===== src/cri_regs.vh =====
`ifndef CRI_REGS_VH
`define CRI_REGS_VH

// ------------------------------------------------------------
// register map (word indices; byte address is four times)
// ------------------------------------------------------------
`define CRI_IDX_FLAGS 30'h0000_0004
`define CRI_IDX_ENABLES 30'h0000_0005
`define CRI_ENABLES_RESET 8'h00

// ------------------------------------------------------------
// field positions of receive_interrupt_enables
// ------------------------------------------------------------
`define CRI_WAKE_EN_BIT 7
`define CRI_SC_EN_BIT 6
`define CRI_RSENS_HI 5
`define CRI_RSENS_LO 4
`define CRI_TSENS_HI 3
`define CRI_TSENS_LO 2
`define CRI_OVR_EN_BIT 1
`define CRI_RXF_EN_BIT 0

// ------------------------------------------------------------
// field positions of receive_flag_register
// ------------------------------------------------------------
`define CRI_WUPF_BIT 7
`define CRI_SCF_BIT 6
`define CRI_OVRF_BIT 1
`define CRI_RXF_BIT 0

// ------------------------------------------------------------
// error state codes and counter limits
// ------------------------------------------------------------
`define CRI_ST_OK 2'h0
`define CRI_ST_WARN 2'h1
`define CRI_ST_ERR 2'h2
`define CRI_ST_BUSOFF 2'h3
`define CRI_SENS_NONE 2'h0
`define CRI_SENS_BUSOFF 2'h1
`define CRI_SENS_ERR 2'h2
`define CRI_SENS_ALL 2'h3
`define CRI_WARN_LIMIT 9'h060
`define CRI_ERR_LIMIT 9'h07f
`define CRI_BUSOFF_LIMIT 9'h0ff

`endif


===== src/cri_top.v =====
// The implementer's own choice: register access over AHB-Lite.
`timescale 1ns/1ps
`include "cri_regs.vh"
module cri_top (
  input wire clk, // bus clock, 25 MHz
  input wire reset, // synchronous, active high
  input wire hsel, // ahb slave select
  input wire [31:0] haddr, // ahb address
  input wire [1:0] htrans, // ahb transfer type
  input wire hwrite, // ahb write
  input wire [2:0] hsize, // ahb size, word only
  input wire [31:0] hwdata, // ahb write data
  input wire hready, // ahb bus ready
  output reg hreadyout, // slave ready
  output reg hresp, // slave response, always okay
  output reg [31:0] hrdata, // read data
  input wire init_request, // initialization request
  input wire init_acknowledge, // initialization acknowledge
  input wire wakeup_flag, // wake-up event flag
  input wire overrun_flag, // data overrun flag
  input wire rx_full_flag, // receive buffer full flag
  input wire [7:0] rx_err_count, // receive error counter
  input wire [8:0] tx_err_count, // transmit error counter
  output reg wakeup_irq, // wake-up interrupt request
  output reg error_irq, // error interrupt request
  output reg rx_irq, // receiver interrupt request
  output reg status_change_flag, // status-change flag
  output reg [1:0] rx_error_state, // reported receiver state
  output reg [1:0] tx_error_state // reported transmitter state
);

  // ------------------------------------------------------------
  // helper functions
  // ------------------------------------------------------------
  function reg_hit;
    input [31:0] addr;
    input [29:0] idx;
    begin
      reg_hit = (addr[31:2] == idx);
    end
  endfunction

  // decides whether a state move counts at the given sensitivity
  function sens_hit;
    input [1:0] sens;
    input [1:0] old_st;
    input [1:0] new_st;
    reg moved;
    reg busoff_edge;
    reg err_edge;
    begin
      moved = (old_st != new_st);
      busoff_edge = (old_st == `CRI_ST_BUSOFF) != (new_st == `CRI_ST_BUSOFF);
      // a step from the error state into bus-off leaves the error state, so it counts too
      err_edge = moved & (old_st[1] | new_st[1]);
      case (sens)
        `CRI_SENS_NONE: begin
          sens_hit = 1'b0;
        end
        `CRI_SENS_BUSOFF: begin
          sens_hit = busoff_edge;
        end
        `CRI_SENS_ERR: begin
          sens_hit = err_edge;
        end
        `CRI_SENS_ALL: begin
          sens_hit = moved;
        end
        default: begin
          sens_hit = 1'b0;
        end
      endcase
    end
  endfunction

  // ------------------------------------------------------------
  // state tracking from the error counters
  // ------------------------------------------------------------
  wire [1:0] rx_cur;
  wire [1:0] tx_cur;

  cri_err_state u_err_state (
    .clk(clk),
    .reset(reset),
    .rx_err_count(rx_err_count),
    .tx_err_count(tx_err_count),
    .rx_state_r(rx_cur),
    .tx_state_r(tx_cur)
  );

  // ------------------------------------------------------------
  // ahb-lite address phase capture
  // ------------------------------------------------------------
  wire addr_ok;
  reg dp_wr_r;
  reg dp_en_hit_r;
  reg dp_flg_hit_r;

  assign addr_ok = hsel & htrans[1] & hready;

  always @(posedge clk) begin
    if (reset) begin
      dp_wr_r <= 1'b0;
      dp_en_hit_r <= 1'b0;
      dp_flg_hit_r <= 1'b0;
    end else begin
      dp_wr_r <= addr_ok & hwrite;
      dp_en_hit_r <= reg_hit(haddr, `CRI_IDX_ENABLES);
      dp_flg_hit_r <= reg_hit(haddr, `CRI_IDX_FLAGS);
    end
  end

  // ------------------------------------------------------------
  // initialization mode qualifiers
  // ------------------------------------------------------------
  wire init_active;
  wire init_quiet;

  assign init_active = init_request & init_acknowledge;
  // a write during the request/acknowledge handover is dropped too
  assign init_quiet = ~init_request & ~init_acknowledge;

  // ------------------------------------------------------------
  // receive_interrupt_enables
  // ------------------------------------------------------------
  reg [7:0] en_r;
  reg [7:0] en_nxt;
  wire en_wr;

  assign en_wr = dp_wr_r & dp_en_hit_r & init_quiet;

  always @* begin
    en_nxt = en_r;
    if (en_wr) begin
      en_nxt = hwdata[7:0];
    end
    if (init_active) begin
      en_nxt[`CRI_WAKE_EN_BIT] = 1'b0;
      en_nxt[`CRI_SC_EN_BIT] = 1'b0;
      en_nxt[`CRI_OVR_EN_BIT] = 1'b0;
      en_nxt[`CRI_RXF_EN_BIT] = 1'b0;
      // sensitivity bits are left as they are
      en_nxt[`CRI_RSENS_HI:`CRI_TSENS_LO] = en_r[`CRI_RSENS_HI:`CRI_TSENS_LO];
    end
  end

  always @(posedge clk) begin
    if (reset) begin
      en_r <= `CRI_ENABLES_RESET;
    end else begin
      en_r <= en_nxt;
    end
  end

  // ------------------------------------------------------------
  // status-change flag and reported states
  // ------------------------------------------------------------
  reg scf_r;
  reg scf_nxt;
  reg [1:0] rx_rep_r;
  reg [1:0] tx_rep_r;
  reg [1:0] rx_rep_nxt;
  reg [1:0] tx_rep_nxt;
  wire rx_evt;
  wire tx_evt;
  wire sc_event;
  wire scf_clr;

  assign rx_evt = sens_hit(en_r[`CRI_RSENS_HI:`CRI_RSENS_LO], rx_rep_r, rx_cur);
  assign tx_evt = sens_hit(en_r[`CRI_TSENS_HI:`CRI_TSENS_LO], tx_rep_r, tx_cur);
  // comparing against the reported code catches moves made while frozen
  assign sc_event = ~scf_r & (rx_evt | tx_evt);
  assign scf_clr = dp_wr_r & dp_flg_hit_r & init_quiet & hwdata[`CRI_SCF_BIT];

  always @* begin
    scf_nxt = scf_r;
    if (init_active) begin
      scf_nxt = 1'b0;
    end else if (sc_event) begin
      scf_nxt = 1'b1;
    end else if (scf_clr) begin
      scf_nxt = 1'b0;
    end
  end

  always @* begin
    rx_rep_nxt = rx_rep_r;
    tx_rep_nxt = tx_rep_r;
    if (~scf_r) begin
      rx_rep_nxt = rx_cur;
      tx_rep_nxt = tx_cur;
    end
  end

  always @(posedge clk) begin
    if (reset) begin
      scf_r <= 1'b0;
      rx_rep_r <= `CRI_ST_OK;
      tx_rep_r <= `CRI_ST_OK;
    end else begin
      scf_r <= scf_nxt;
      rx_rep_r <= rx_rep_nxt;
      tx_rep_r <= tx_rep_nxt;
    end
  end

  // ------------------------------------------------------------
  // read data
  // ------------------------------------------------------------
  reg [31:0] rd_word;

  // next values are used so a read right behind a write sees it
  always @* begin
    rd_word = 32'h0000_0000;
    if (reg_hit(haddr, `CRI_IDX_ENABLES)) begin
      rd_word[7:0] = en_nxt;
    end else if (reg_hit(haddr, `CRI_IDX_FLAGS)) begin
      rd_word[`CRI_WUPF_BIT] = wakeup_flag;
      rd_word[`CRI_SCF_BIT] = scf_nxt;
      rd_word[5:4] = rx_rep_nxt;
      rd_word[3:2] = tx_rep_nxt;
      rd_word[`CRI_OVRF_BIT] = overrun_flag;
      rd_word[`CRI_RXF_BIT] = rx_full_flag;
    end
  end

  always @(posedge clk) begin
    if (reset) begin
      hrdata <= 32'h0000_0000;
      hreadyout <= 1'b1;
      hresp <= 1'b0;
    end else begin
      hrdata <= (addr_ok & ~hwrite) ? rd_word : 32'h0000_0000;
      hreadyout <= 1'b1;
      hresp <= 1'b0;
    end
  end

  // ------------------------------------------------------------
  // interrupt requests
  // ------------------------------------------------------------
  wire wake_pend;
  wire sc_pend;
  wire ovr_pend;
  wire rxf_pend;
  reg wakeup_irq_nxt;
  reg error_irq_nxt;
  reg rx_irq_nxt;

  // each source is masked by its own enable before the lines are merged
  assign wake_pend = wakeup_flag & en_r[`CRI_WAKE_EN_BIT];
  assign sc_pend = scf_r & en_r[`CRI_SC_EN_BIT];
  assign ovr_pend = overrun_flag & en_r[`CRI_OVR_EN_BIT];
  assign rxf_pend = rx_full_flag & en_r[`CRI_RXF_EN_BIT];

  always @* begin
    wakeup_irq_nxt = wake_pend;
    error_irq_nxt = sc_pend | ovr_pend;
    rx_irq_nxt = rxf_pend;
  end

  // one flop of latency buys clean glitch-free request lines
  always @(posedge clk) begin
    if (reset) begin
      wakeup_irq <= 1'b0;
      error_irq <= 1'b0;
      rx_irq <= 1'b0;
    end else begin
      wakeup_irq <= wakeup_irq_nxt;
      error_irq <= error_irq_nxt;
      rx_irq <= rx_irq_nxt;
    end
  end

  // ------------------------------------------------------------
  // status outputs
  // ------------------------------------------------------------
  always @(posedge clk) begin
    if (reset) begin
      status_change_flag <= 1'b0;
      rx_error_state <= `CRI_ST_OK;
      tx_error_state <= `CRI_ST_OK;
    end else begin
      status_change_flag <= scf_nxt;
      rx_error_state <= rx_rep_nxt;
      tx_error_state <= tx_rep_nxt;
    end
  end

endmodule


===== src/cri_err_state.v =====
`timescale 1ns/1ps
`include "cri_regs.vh"
module cri_err_state (
  input wire clk, // bus clock
  input wire reset, // synchronous, active high
  input wire [7:0] rx_err_count, // receive error counter
  input wire [8:0] tx_err_count, // transmit error counter
  output reg [1:0] rx_state_r, // current receiver state code
  output reg [1:0] tx_state_r // current transmitter state code
);

  // ------------------------------------------------------------
  // counter to state mapping
  // ------------------------------------------------------------
  wire tx_busoff;
  wire [1:0] tx_code;
  reg [1:0] rx_code;

  assign tx_busoff = tx_err_count > `CRI_BUSOFF_LIMIT;
  assign tx_code = tx_busoff ? `CRI_ST_BUSOFF :
                   (tx_err_count > `CRI_ERR_LIMIT) ? `CRI_ST_ERR :
                   (tx_err_count >= `CRI_WARN_LIMIT) ? `CRI_ST_WARN : `CRI_ST_OK;

  always @* begin
    if (tx_busoff) begin
      rx_code = `CRI_ST_BUSOFF;
    end else if (tx_state_r == `CRI_ST_BUSOFF) begin
      // leaving bus-off drags the receiver straight back to ok
      rx_code = `CRI_ST_OK;
    end else if ({1'b0, rx_err_count} > `CRI_ERR_LIMIT) begin
      rx_code = `CRI_ST_ERR;
    end else if ({1'b0, rx_err_count} > `CRI_WARN_LIMIT) begin
      rx_code = `CRI_ST_WARN;
    end else begin
      rx_code = `CRI_ST_OK;
    end
  end

  always @(posedge clk) begin
    if (reset) begin
      rx_state_r <= `CRI_ST_OK;
      tx_state_r <= `CRI_ST_OK;
    end else begin
      rx_state_r <= rx_code;
      tx_state_r <= tx_code;
    end
  end

endmodule


===== config.mk =====
export PLATFORM = sky130hd
export DESIGN_NAME = cri_top
export DESIGN_NICKNAME = d
export VERILOG_FILES = /design/src/cri_top.v /design/src/cri_err_state.v
export VERILOG_INCLUDE_DIRS = /design/src
export SDC_FILE = /design/constraint.sdc
export NUM_CORES = 1
export LEC_CHECK = 0
export BUFFER_PORTS_ARGS = -buffer_cell sky130_fd_sc_hd__buf_2
export CAP_MARGIN = 25
export CORE_MARGIN = 8
export CORE_UTILIZATION = 40
export CTS_CLUSTER_DIAMETER = 200
export DETAILED_ROUTE_END_ITERATION = 12
export PLACE_DENSITY_LB_ADDON = 0.2
export REMOVE_ABC_BUFFERS = 1
export SYNTH_ARGS = -nofsm -noshare
export SYNTH_HDL_FRONTEND = slang
export SYNTH_SLANG_ARGS = --single-unit

===== constraint.sdc =====
create_clock -name clk -period 3.02 [get_ports clk]
set_input_delay 0.906 -clock clk [delete_from_list [all_inputs] [get_ports clk]]
set_output_delay 0.906 -clock clk [all_outputs]
set_load 0.01 [all_outputs]

After elaboration in Yosys (flattened, before gate mapping)

Index checks and enable logic that the tools add are counted.

$lt $le $gt $ge: 5
Eq/ne operators: 16
Muxes and demuxes: 18
Bitwise logic cells: 27
Reductions and logical operators: 3

Operator list:

| cell                                                                   | number |
|---|---|
| 30-bit by 3-bit equality test with 1-bit output, second input constant | 2 |
| 8-bit two-way mux                                                      | 4 |
| 1-bit AND                                                              | 18 |
| 2-bit equality test, second input constant                             | 8 |
| 8-bit by 7-bit > comparator with 1-bit output, second input constant   | 2 |
| 2-bit two-way mux                                                      | 7 |
| 9-bit by 7-bit >= comparator with 1-bit output, second input constant  | 1 |
| 9-bit by 7-bit > comparator with 1-bit output, second input constant   | 1 |
| 9-bit by 8-bit > comparator with 1-bit output, second input constant   | 1 |
| 1-bit one-hot mux with 4 select lines                                  | 2 |
| 1-bit two-way mux                                                      | 5 |
| 1-bit inverter                                                         | 5 |
| 2-bit by 1-bit equality test with 1-bit output, second input constant  | 2 |
| 2-bit zero test                                                        | 2 |
| 2-bit != test                                                          | 2 |
| 1-bit OR                                                               | 4 |
| 1-bit != test                                                          | 2 |
| 2-bit OR reduction                                                     | 1 |

Register bits after elaboration: 55
Output and inout bits: 42
Logic and storage cells: 83

Longest topological paths before layout

Gate-level depths: netlist (run 1).

Word-level depth: 9
Gate-level depth with buffers: 6
Gate-level depth less buffers: 6

By module

From an unflattened synthesis (run 1), not the netlist that was laid out.

Cell total of the unflattened synthesis: 170
Area total of the unflattened synthesis: 1,547.7 um^2

Modules (own cells, without submodules):

| module        | times used | cells an instance | area an instance (um^2) | sequential area each (um^2) |
|---|---|---|---|---|
| cri_top       | 1          | 154               | 1,402.6                 | 540.5 |
| cri_err_state | 1          | 16                | 145.1                   | 80.1 |

Worst setup path after synthesis (run 1)

OpenSTA, ideal clock, no wires.

Path kind: in2reg
Start point: in reset
End point: reg hrdata[2]
Arrival time: 1.916 ns
Required time: 2.960 ns
Slack: 1.043 ns
Cell stages on the path: 5
Path buffers: 1
Path through: buf_4 > nor4_2 > nand4_2 > nor4_4 > and3_1

Longest elaborated chain between the ends: 1

RTL lines:

| element                             | line          | RTL |
|---|---|---|
| from (decl)                         | cri_top.v:6   | `input wire reset,` |
| 2-bit OR reduction (no source line) | -             |  |
| to (signal assigned)                | cri_top.v:233 | `hrdata <= (addr_ok & ~hwrite) ? rd_word : 32'h0000_0000;` |
| to (decl)                           | cri_top.v:16  | `output reg [31:0] hrdata,` |

No other way between the ends.
A chain may end at the register's enable or synchronous reset.

Worst setup path after layout (run 1)

Start point: in haddr[18]
End point: reg hrdata[3]

Longest elaborated chain between the ends: 3

RTL lines:

| element                                         | line          | RTL |
|---|---|---|
| from (decl)                                     | cri_top.v:8   | `input wire [31:0] haddr,` |
| 30-bit by 3-bit equality test with 1-bit output | cri_top.v:39  | `reg_hit = (addr[31:2] == idx);` |
| 8-bit two-way mux                               | cri_top.v:217 | `` end else if (reg_hit(haddr, `CRI_IDX_FLAGS)) begin `` |
| 8-bit two-way mux *                             | cri_top.v:215 | `` if (reg_hit(haddr, `CRI_IDX_ENABLES)) begin `` |

Every way passes the cells marked *; elsewhere a longest branch is shown, timed or not.

==> results of run 1 <==
-- worst paths after layout --
kind / start / endpoint / cells past startpoint
setup / recovery: haddr[18] / hrdata[3] / 5
hold / removal: en_r[0] / rx_irq / 2
setup reg to reg: tx_rep_r[1] / hrdata[6] / 5
hold reg to reg: en_r[0] / rx_irq / 2
-- routing by layer --
metal,track usage,part of all wire,up-vias
met5,0,0,-
met4,0.0556,0.016,0
met3,0.0467,0.074,6
met2,0.227,0.50,56
met1,0.132,0.41,640
li1,-,-,698
-- layout make-up --
class	instances	area share
sequential	31	0.315
clock buffer	6	0.0368
multi-input combinational	128	0.405
tap	48	0.0304
timing repair buffer	78	0.200
inverter	7	0.0133
-- Yosys cell counts, drive strengths merged, types with 2 or more instances --
| cell type | n | area share |
|---|---|---|
| o21ai | 3 | 0.0096 |
| nor3 | 4 | 0.013 |
| nor2b | 4 | 0.016 |
| and3 | 2 | 0.0080 |
| inv | 7 | 0.017 |
| a21oi | 3 | 0.0096 |
| and2 | 3 | 0.012 |
| o32ai | 2 | 0.011 |
| nor3b | 2 | 0.0096 |
| nand3 | 2 | 0.0064 |
| o2bb2ai | 3 | 0.017 |
| nor2 | 20 | 0.048 |
| nand2 | 14 | 0.034 |
| nand4 | 4 | 0.024 |
| dfxtp | 31 | 0.40 |
| xor2 | 2 | 0.011 |
| buf | 28 | 0.13 |
| ha | 2 | 0.016 |
| nor4b | 2 | 0.015 |
| conb | 2 | 0.0048 |
| o211a | 3 | 0.019 |
| mux2i | 10 | 0.064 |
| a22o | 2 | 0.011 |
| clkbuf | 3 | 0.0072 |
| nor4 | 7 | 0.049 |
-- power by group --
group,internal [mW],switching (mW)
Combinational,0.0455,0.0559
Clock,0.153,0.133
Sequential,0.416,0.00682
-- state kept, by name, summed over array words and instances, names as in the netlist, 2 cells and up --
| name | count |
|---|---|
| en_r | 8 |
| hrdata | 8 |
| rx_rep_r | 2 |
| tx_rep_r | 2 |
| u_err_state.rx_state_r | 2 |
| u_err_state.tx_state_r | 2 |
-- cell usage in the layout (no fill, tap or decap), types with 2 or more instances in the layout --
cell type	n
buf_2	76
dfxtp_1	31
conb_1	26
nor2_1	20
nand2_1	14
mux2i_1	10
inv_1	7
clkbuf_8	5
nor2b_1	4
nor3_1	4
a21oi_1	3
nor4_2	3
nor4_1	3
o21ai_0	3
o211a_1	3
o2bb2ai_1	3
and2_1	3
xor2_1	2
nand4_1	2
a22o_1	2
o32ai_1	2
nand4_2	2
nand3_1	2
and3_1	2
nor3b_1	2
ha_1	2
buf_4	2
-- through the flow --
stage | area, µm² | util | setup slack (ns) | instances | hold WS (ns)
5_1_grt | 1970 | 0.531 | 0.837 | 298 | 0.443
4_1_cts | 1970 | 0.531 | 0.993 | 298 | 0.428
3_5_place_dp | 1900 | 0.511 | 0.698 | 292 | 0.420
6_report | 1970 | 0.531 | 1.01 | 298 | 0.427
2_1_floorplan | 1440 | - | 0.243 | 166 | 0.409
3_3_place_gp | 1900 | 0.511 | 0.673 | 292 | 0.416
-- worst register-to-register path, cell delays in order (launching register included) --
cell	delay, ns
dfxtp_1	0.39
inv_1	0.06
ha_1	0.28
nor4b_1	0.32
o32ai_1	0.17
o211a_1	0.22
-- kinds of logic after synthesis --
family	after synthesis
AND/OR/NAND/NOR	68
buffers and inverters	38
flip-flops	31
AO/OA/AOI/OAI	20
XOR/XNOR	2
adder cells (fa/ha/maj)	2
multiplexers	10
other	2
==> flow_metrics.py, run 1 <==
metrics = {
    "critical_path": {
        "crit_arrival_ns": 2.23,
        "critPathMaxFanout": 8,
        "worst_path_largest_cell_delay_ns": 0.46,
        "critPathRequiredTime_ns": 3.24,
        "crit_path_end_kind": "flop",
        "reg2reg_setup_slack_ns": 1.47,
        "worstPathBufferInverterCount": 1,
        "worstSetupPathType": "in2reg",
        "worstPathCellList": "buf_2 -> nor4_1 -> nand4_2 -> nor4_4 -> o211a_1",
        "crit_slowest_cell": "nor4_4",
        "crit_family": "simple AND/OR/NAND/NOR gates",
        "startpoint_type": "input pin",
    },
    "clocking": {
        "htreeDepth": 2,
        "post_cts_buffers": 0,
        "cts_sinks": 31,
        "cts.clk_slew.worst_paths_ns": 0.06,
        "cts_hold_buf": 0,
        "cts_tree": "built",
        "cts.repair.resized": 0,
        "clk_latency_ns": 0.27,
        "cts_buffers": 5,
        "cts_buffer_depth": 2,
        "root_buffer": "clkbuf_8",
    },
    "drt": {
        "drt_iter0_markers": 72,
        "via_per_inst": 4.70,
        "avgRoutedWirePerCell_um": 13.3,
        "drt_wl_total_mm": 3.98,
        "first_pass_iters": 4,
        "drc_errors": 0,
        "dr_total_vias": 1400,
        "final_antenna_net_count": 0,
    },
    "timing": {
        "final.setup_skew_ns": 0.00421,
        "fin_crit_ns": 2.01,
        "min_period_over_period": 0.665,
        "maxSlewViolCount": 0,
        "setup-tns-final_ns": 0,
        "setup_viol_count_final": 0,
        "rsz0062_at_grt": "no",
        "max_freq_ghz": 0.498,
        "finalHoldViolations": 0,
    },
    "synthesis": {
        "synth_edf_count": 0,
        "yosysSeqAreaShare": 0.396,
        "synth_xor_area_frac": 0.0112,
        "async_reset_ff_frac": 0,
        "muxShareOfSynthArea": 0.0638,
        "syn_area_mm2": 0.00157,
        "synth_top_family_by_area": "simple AND/OR/NAND/NOR gates",
        "synthAdderAreaFrac": 0.0160,
        "synth_top_flop_cell": "dfxtp_1",
        "avgSynthCellArea_um2": 9.06,
        "synth-seq-cells": 31,
        "ys_warn_count": 0,
        "synthSimpleGateAreaFrac": 0.257,
        "syn_inst": 173,
        "synth_compound_area_frac": 0.0950,
        "synth_cell_type_count": 38,
    },
    "grt": {
        "grt_max_degree": 19,
        "antenna_found_initial": 0,
        "track_usage": 0.128,
        "grt_pass1_wl_mm": 6.40,
        "grt_pass1_vias": 1478,
        "grt.overflow.total": 0,
    },
    "place": {
        "hpwl_mm": 3.26,
        "port_buffers": 76,
        "globalplace.congestion": 0.780,
    },
    "power": {
        "peakVddDrop_v": 0.000173,
        "p_total_mw": 0.810,
        "p_leak_nw": 0.985,
        "p_per_area_mw_per_mm2": 410,
    },
    "floorplan": {
        "chipHeight_um": 78.6,
        "die_area_mm2": 0.00618,
        "dieWidth_um": 78.6,
        "core_area_mm2": 0.00372,
        "ios": 138,
        "rows": 22,
        "start_util": 0.422,
    },
    "layout": {
        "ff_latch_area_um2": 621,
        "nFillCells": 399,
        "syn_to_final_growth_pct": 25.9,
        "drive_gt1_frac": 0.364,
        "diodes": 0,
        "nNetsFinal": 349,
        "multi_input_area_um2": 798,
    },
    "hold_path": {
        "min_path_type": "reg2reg",
    },
    "run_status": {
        "status": "finished, final reports clean",
    },
    "job": {
        "drv_cap": 0,
    },
}
Power figures use the tool's default switching activity.
==> run 2: changes to the inputs <==
--- a/config.mk
+++ b/config.mk
@@ -9,7 +9,7 @@
 export BUFFER_PORTS_ARGS = -buffer_cell sky130_fd_sc_hd__buf_2
 export CAP_MARGIN = 25
 export CORE_MARGIN = 8
-export CORE_UTILIZATION = 40
+export CORE_UTILIZATION = 38
 export CTS_CLUSTER_DIAMETER = 200
 export DETAILED_ROUTE_END_ITERATION = 12
 export PLACE_DENSITY_LB_ADDON = 0.2
==> constraint.sdc (replaced) <==
create_clock -name clk -period 1.9 [get_ports clk]
set_input_delay 0.57 -clock clk [delete_from_list [all_inputs] [get_ports clk]]
set_output_delay 0.57 -clock clk [all_outputs]
set_load 0.01 [all_outputs]
==> run 2 against run 1 <==
Sequential share of layout area fell by 0.45 points. Largest power group unchanged. Highest routed layer unchanged. Routed wire length rose by 3.7%. Final area rose by 1.5%. Sequential power rose by 59%. Critical path type is now reg2out.
==> flow_metrics.py, run 2 (synthesis gave the netlist of run 1 again) <==
metrics = {
    "timing": {
        "setup_viol_count_final": 0,
        "fin_crit_ns": 1.67,
        "rsz0062_at_grt": "no",
        "setup-tns-final_ns": 0,
        "max_freq_ghz": 0.600,
        "min_period_over_period": 0.878,
        "final.setup_skew_ns": 0.00420,
        "maxSlewViolCount": 0,
        "finalHoldViolations": 0,
    },
    "grt": {
        "track_usage": 0.131,
        "antenna_found_initial": 0,
        "grt.overflow.total": 0,
        "grt_max_degree": 19,
        "grt_pass1_vias": 1523,
        "grt_pass1_wl_mm": 6.69,
    },
    "clocking": {
        "cts_tree": "built",
        "cts_sinks": 31,
        "post_cts_buffers": 0,
        "htreeDepth": 2,
        "clk_latency_ns": 0.28,
        "cts_buffer_depth": 2,
        "cts.repair.resized": 0,
        "cts_buffers": 5,
        "root_buffer": "clkbuf_8",
        "cts.clk_slew.worst_paths_ns": 0.07,
        "cts_hold_buf": 0,
    },
    "layout": {
        "final_common_cell": "buf_2",
        "diodes": 0,
        "syn_to_final_growth_pct": 27.7,
        "nNetsFinal": 351,
        "top_regs": "en_r: 8 flops, hrdata: 8 flops",
        "nFillCells": 418,
        "layout_common_cells": "buf_2 (76), dfxtp_1 (31), conb_1 (26)",
        "multi_input_area_um2": 798,
        "ff_latch_area_um2": 621,
        "drive_gt1_frac": 0.378,
    },
    "place": {
        "globalplace.congestion": 0.762,
        "hpwl_mm": 3.38,
        "port_buffers": 76,
    },
    "drt": {
        "drt_iter0_markers": 35,
        "first_pass_iters": 4,
        "via_per_inst": 4.51,
        "avgRoutedWirePerCell_um": 13.6,
        "final_antenna_net_count": 0,
        "drc_errors": 0,
        "dr_total_vias": 1371,
        "drt_wl_total_mm": 4.13,
    },
    "job": {
        "drv_cap": 0,
    },
    "power": {
        "p_per_area_mw_per_mm2": 663,
        "p_total_mw": 1.33,
        "peakVddDrop_v": 0.000271,
        "p_leak_nw": 1.01,
    },
    "floorplan": {
        "core_area_mm2": 0.00400,
        "dieWidth_um": 80.2,
        "ios": 138,
        "die_area_mm2": 0.00644,
        "rows": 23,
        "start_util": 0.392,
        "chipHeight_um": 80.2,
    },
    "critical_path": {
        "worstPathBufferInverterCount": 1,
        "crit_family": "flip-flops",
        "worstSetupPathType": "reg2out",
        "worstPathCellList": "buf_2",
        "worst_path_largest_cell_delay_ns": 0.60,
        "crit_slowest_cell": "dfxtp_1",
        "startpoint_type": "flop",
        "critPathRequiredTime_ns": 1.33,
        "crit_arrival_ns": 1.10,
        "crit_path_end_kind": "primary output",
        "critPathMaxFanout": 12,
    },
    "hold_path": {
        "min_path_type": "reg2reg",
    },
    "run_status": {
        "status": "finished, final reports clean",
    },
}
## run 2: cell type report
cell class | instances | area share
tap | 50 | 0.0313
sequential | 31 | 0.310
clock buffer | 5 | 0.0344
timing repair buffer | 80 | 0.205
multi-input combinational | 128 | 0.399
inverter | 7 | 0.0131
clock inverter | 3 | 0.00750
## run 2: power breakdown
group / internal, mW / switching (mW)
registers: 0.660 / 0.0112
clock network: 0.250 / 0.243
logic: 0.0722 / 0.0908
## run 2: path summary, 6_finish.rpt
| path | from | end | slack [ns] | cells past startpoint |
|---|---|---|---|---|
| hold / removal | en_r[0] | rx_irq | 0.43 | 2 |
| setup reg to reg | tx_rep_r[1] | hrdata[6] | 0.33 | 5 |
| setup / recovery | status_change_flag | status_change_flag | 0.23 | 1 |
| hold reg to reg | en_r[0] | rx_irq | 0.43 | 2 |
## run 2: worst register-to-register path, delay by kind of cell (launching register included)
| kind | cells | cell delay, ns |
|---|---|---|
| AO/OA/AOI/OAI | 2 | 0.40 |
| adder cells (fa/ha/maj) | 1 | 0.28 |
| buffers and inverters | 1 | 0.06 |
| flip-flops | 1 | 0.39 |
| AND/OR/NAND/NOR | 1 | 0.34 |
## run 2: metal layers
| layer | global-route usage | part of all wire | vias to the layer above |
|---|---|---|---|
| li1 | - | - | 703 |
| met1 | 0.140 | 0.41 | 591 |
| met2 | 0.217 | 0.48 | 70 |
| met3 | 0.0580 | 0.098 | 7 |
| met4 | 0.0545 | 0.014 | 0 |
| met5 | 0 | 0 | - |
## run 2: through the flow
stage	utilization	instance area, µm²	std cells	hold slack (ns)	setup slack [ns]
after global placement	0.480	1920	296	0.422	0.0238
after global routing	0.500	2000	304	0.468	0.150
after CTS	0.500	2000	304	0.435	0.202
after floorplan	-	1440	166	0.409	-0.541
after detailed placement	0.480	1920	296	0.426	0.0109
final	0.500	2000	304	0.429	0.233
==> run 3: changes to the inputs <==
--- a/config.mk
+++ b/config.mk
@@ -13,7 +13,6 @@
 export CTS_CLUSTER_DIAMETER = 200
 export DETAILED_ROUTE_END_ITERATION = 12
 export PLACE_DENSITY_LB_ADDON = 0.2
-export REMOVE_ABC_BUFFERS = 1
 export SYNTH_ARGS = -nofsm -noshare
 export SYNTH_HDL_FRONTEND = slang
 export SYNTH_SLANG_ARGS = --single-unit
==> run 3 against run 2 <==
Combinational power hardly changed. Clock power is 1% lower. Total power is 0.56% lower. Via count is 0.29% lower. Fmax is 0.15% higher. Final area is 0.50% lower. Sequential power hardly changed. Largest cell class unchanged. Clock-buffer cell count is 2 higher.
==> flow_metrics.py, run 3 (synthesis gave the netlist of run 1 again) <==
metrics = {
    "grt": {
        "grt_pass1_vias": 1437,
        "grt.overflow.total": 0,
        "track_usage": 0.120,
        "antenna_found_initial": 0,
        "grt_max_degree": 19,
        "grt_pass1_wl_mm": 6.07,
    },
    "timing": {
        "final.setup_skew_ns": 0.00248,
        "rsz0062_at_grt": "no",
        "min_period_over_period": 0.876,
        "hold_slack_ns": 0.432,
        "maxSlewViolCount": 0,
        "setup-tns-final_ns": 0,
        "fin_crit_ns": 1.67,
        "setup_viol_count_final": 0,
        "finalHoldViolations": 0,
        "max_freq_ghz": 0.601,
    },
    "hold_path": {
        "hold_path_end": "rx_irq",
        "holdPathStages": 2,
        "min_path_type": "reg2reg",
        "min-delay-start": "en_r[0]",
    },
    "layout": {
        "nNetsFinal": 350,
        "diodes": 0,
        "top_regs": "en_r: 8 flops, hrdata: 8 flops",
        "layout_common_cells": "buf_2 (76), dfxtp_1 (31), conb_1 (26)",
        "nFillCells": 407,
        "final_common_cell": "buf_2",
        "drive_gt1_frac": 0.368,
        "syn_to_final_growth_pct": 27.1,
    },
    "critical_path": {
        "critPathRequiredTime_ns": 1.33,
        "crit_slowest_cell": "dfxtp_1",
        "crit_family": "flip-flops",
        "crit_arrival_ns": 1.10,
        "worstPathBufferInverterCount": 1,
        "worstSetupPathType": "reg2out",
        "rr_worst_depth": 5,
        "worst_path_largest_cell_delay_ns": 0.59,
        "critPathMaxFanout": 12,
        "rr_startpoint": "tx_rep_r[1]",
        "startpoint_type": "flop",
        "crit_path_end_kind": "primary output",
        "worstPathCellList": "buf_2",
        "crit_cells": 1,
        "reg2reg_setup_slack_ns": 0.34,
        "r2r-end": "hrdata[6]",
    },
    "drt": {
        "drc_errors": 0,
        "dr_total_vias": 1367,
        "first_pass_iters": 4,
        "via_per_inst": 4.51,
        "wl_met2_mm": 2.06,
        "final_antenna_net_count": 0,
        "drt_wl_total_mm": 3.92,
        "wl_met3_um": 281,
        "wl_met1_mm": 1.50,
        "avgRoutedWirePerCell_um": 12.9,
        "drt_iter0_markers": 64,
        "routed.top_layer": "met4",
    },
    "clocking": {
        "clk_latency_ns": 0.28,
        "cts_tree": "built",
        "cts_buffer_depth": 2,
        "htreeDepth": 2,
        "cts_sinks": 31,
        "cts.clk_slew.worst_paths_ns": 0.06,
        "cts_buffers": 5,
        "post_cts_buffers": 0,
        "cts.repair.resized": 0,
        "cts_hold_buf": 0,
        "root_buffer": "clkbuf_8",
    },
    "floorplan": {
        "core_area_mm2": 0.00400,
        "ios": 138,
        "start_util": 0.392,
        "rows": 23,
        "dieWidth_um": 80.2,
        "die_area_mm2": 0.00644,
        "chipHeight_um": 80.2,
    },
    "place": {
        "globalplace.congestion": 0.759,
        "hpwl_mm": 3.18,
        "port_buffers": 76,
    },
    "power": {
        "p_leak_nw": 0.996,
        "p_per_area_mw_per_mm2": 662,
        "peakVddDrop_v": 0.000237,
    },
    "run_status": {
        "status": "finished, final reports clean",
    },
    "job": {
        "drv_cap": 0,
    },
}
## run 3: cell count changes in the layout (fill, tap and decap cells not counted), sizes merged
cell | previous run | this run
clkinv | 3 | 1
clkbuf | 5 | 7
buf | 80 | 79
## run 3: area by class of cell
type / count / area [µm²] / share of cell area
Clock buffer: 7 / 76.3 / 0.0383
Clock inverter: 1 / 5.00 / 0.00251
Inverter: 7 / 26.3 / 0.0132
Multi-Input combinational cell: 128 / 798 / 0.401
Sequential cell: 31 / 621 / 0.312
Tap cell: 50 / 62.6 / 0.0314
Timing Repair Buffer: 79 / 403 / 0.202
## run 3: worst max-delay path by stage
| stage | to | start | slack, ns |
|---|---|---|---|
| final | status_change_flag | status_change_flag | 0.23 |
| after global routing | status_change_flag | status_change_flag | 0.17 |
| after CTS | status_change_flag | status_change_flag | 0.21 |
| after detailed placement | hrdata[6] | haddr[18] | 0.04 |
| after global placement | hrdata[2] | haddr[18] | 0.04 |
| after floorplan | hrdata[2] | reset | 0.26 |
## run 3: metal layers
layer,global-route usage,up-vias
li1,-,702
met1,0.116,614
met2,0.211,45
met3,0.0525,6
met4,0.0600,0
met5,0,-
## run 3: per-stage QoR
stage | utilization | cell area, µm² | cells | power [mW] | setup WS, ns
after floorplan | - | 1660 | 197 | 0.801 | 0.259
after global placement | 0.478 | 1910 | 295 | 0.844 | 0.0398
after detailed placement | 0.478 | 1910 | 295 | 0.846 | 0.0427
after CTS | 0.498 | 1990 | 303 | 1.34 | 0.212
after global routing | 0.498 | 1990 | 303 | 1.39 | 0.166
final | 0.498 | 1990 | 303 | 1.32 | 0.235
## run 3: power breakdown
group | switching [mW] | internal [mW] | total [mW] | leakage, nW
Clock | 0.231 | 0.256 | 0.487 | 0.0422
Combinational | 0.0889 | 0.0723 | 0.161 | 0.702
Sequential | 0.0110 | 0.660 | 0.671 | 0.252
Total | 0.330 | 0.989 | 1.32 | 0.996
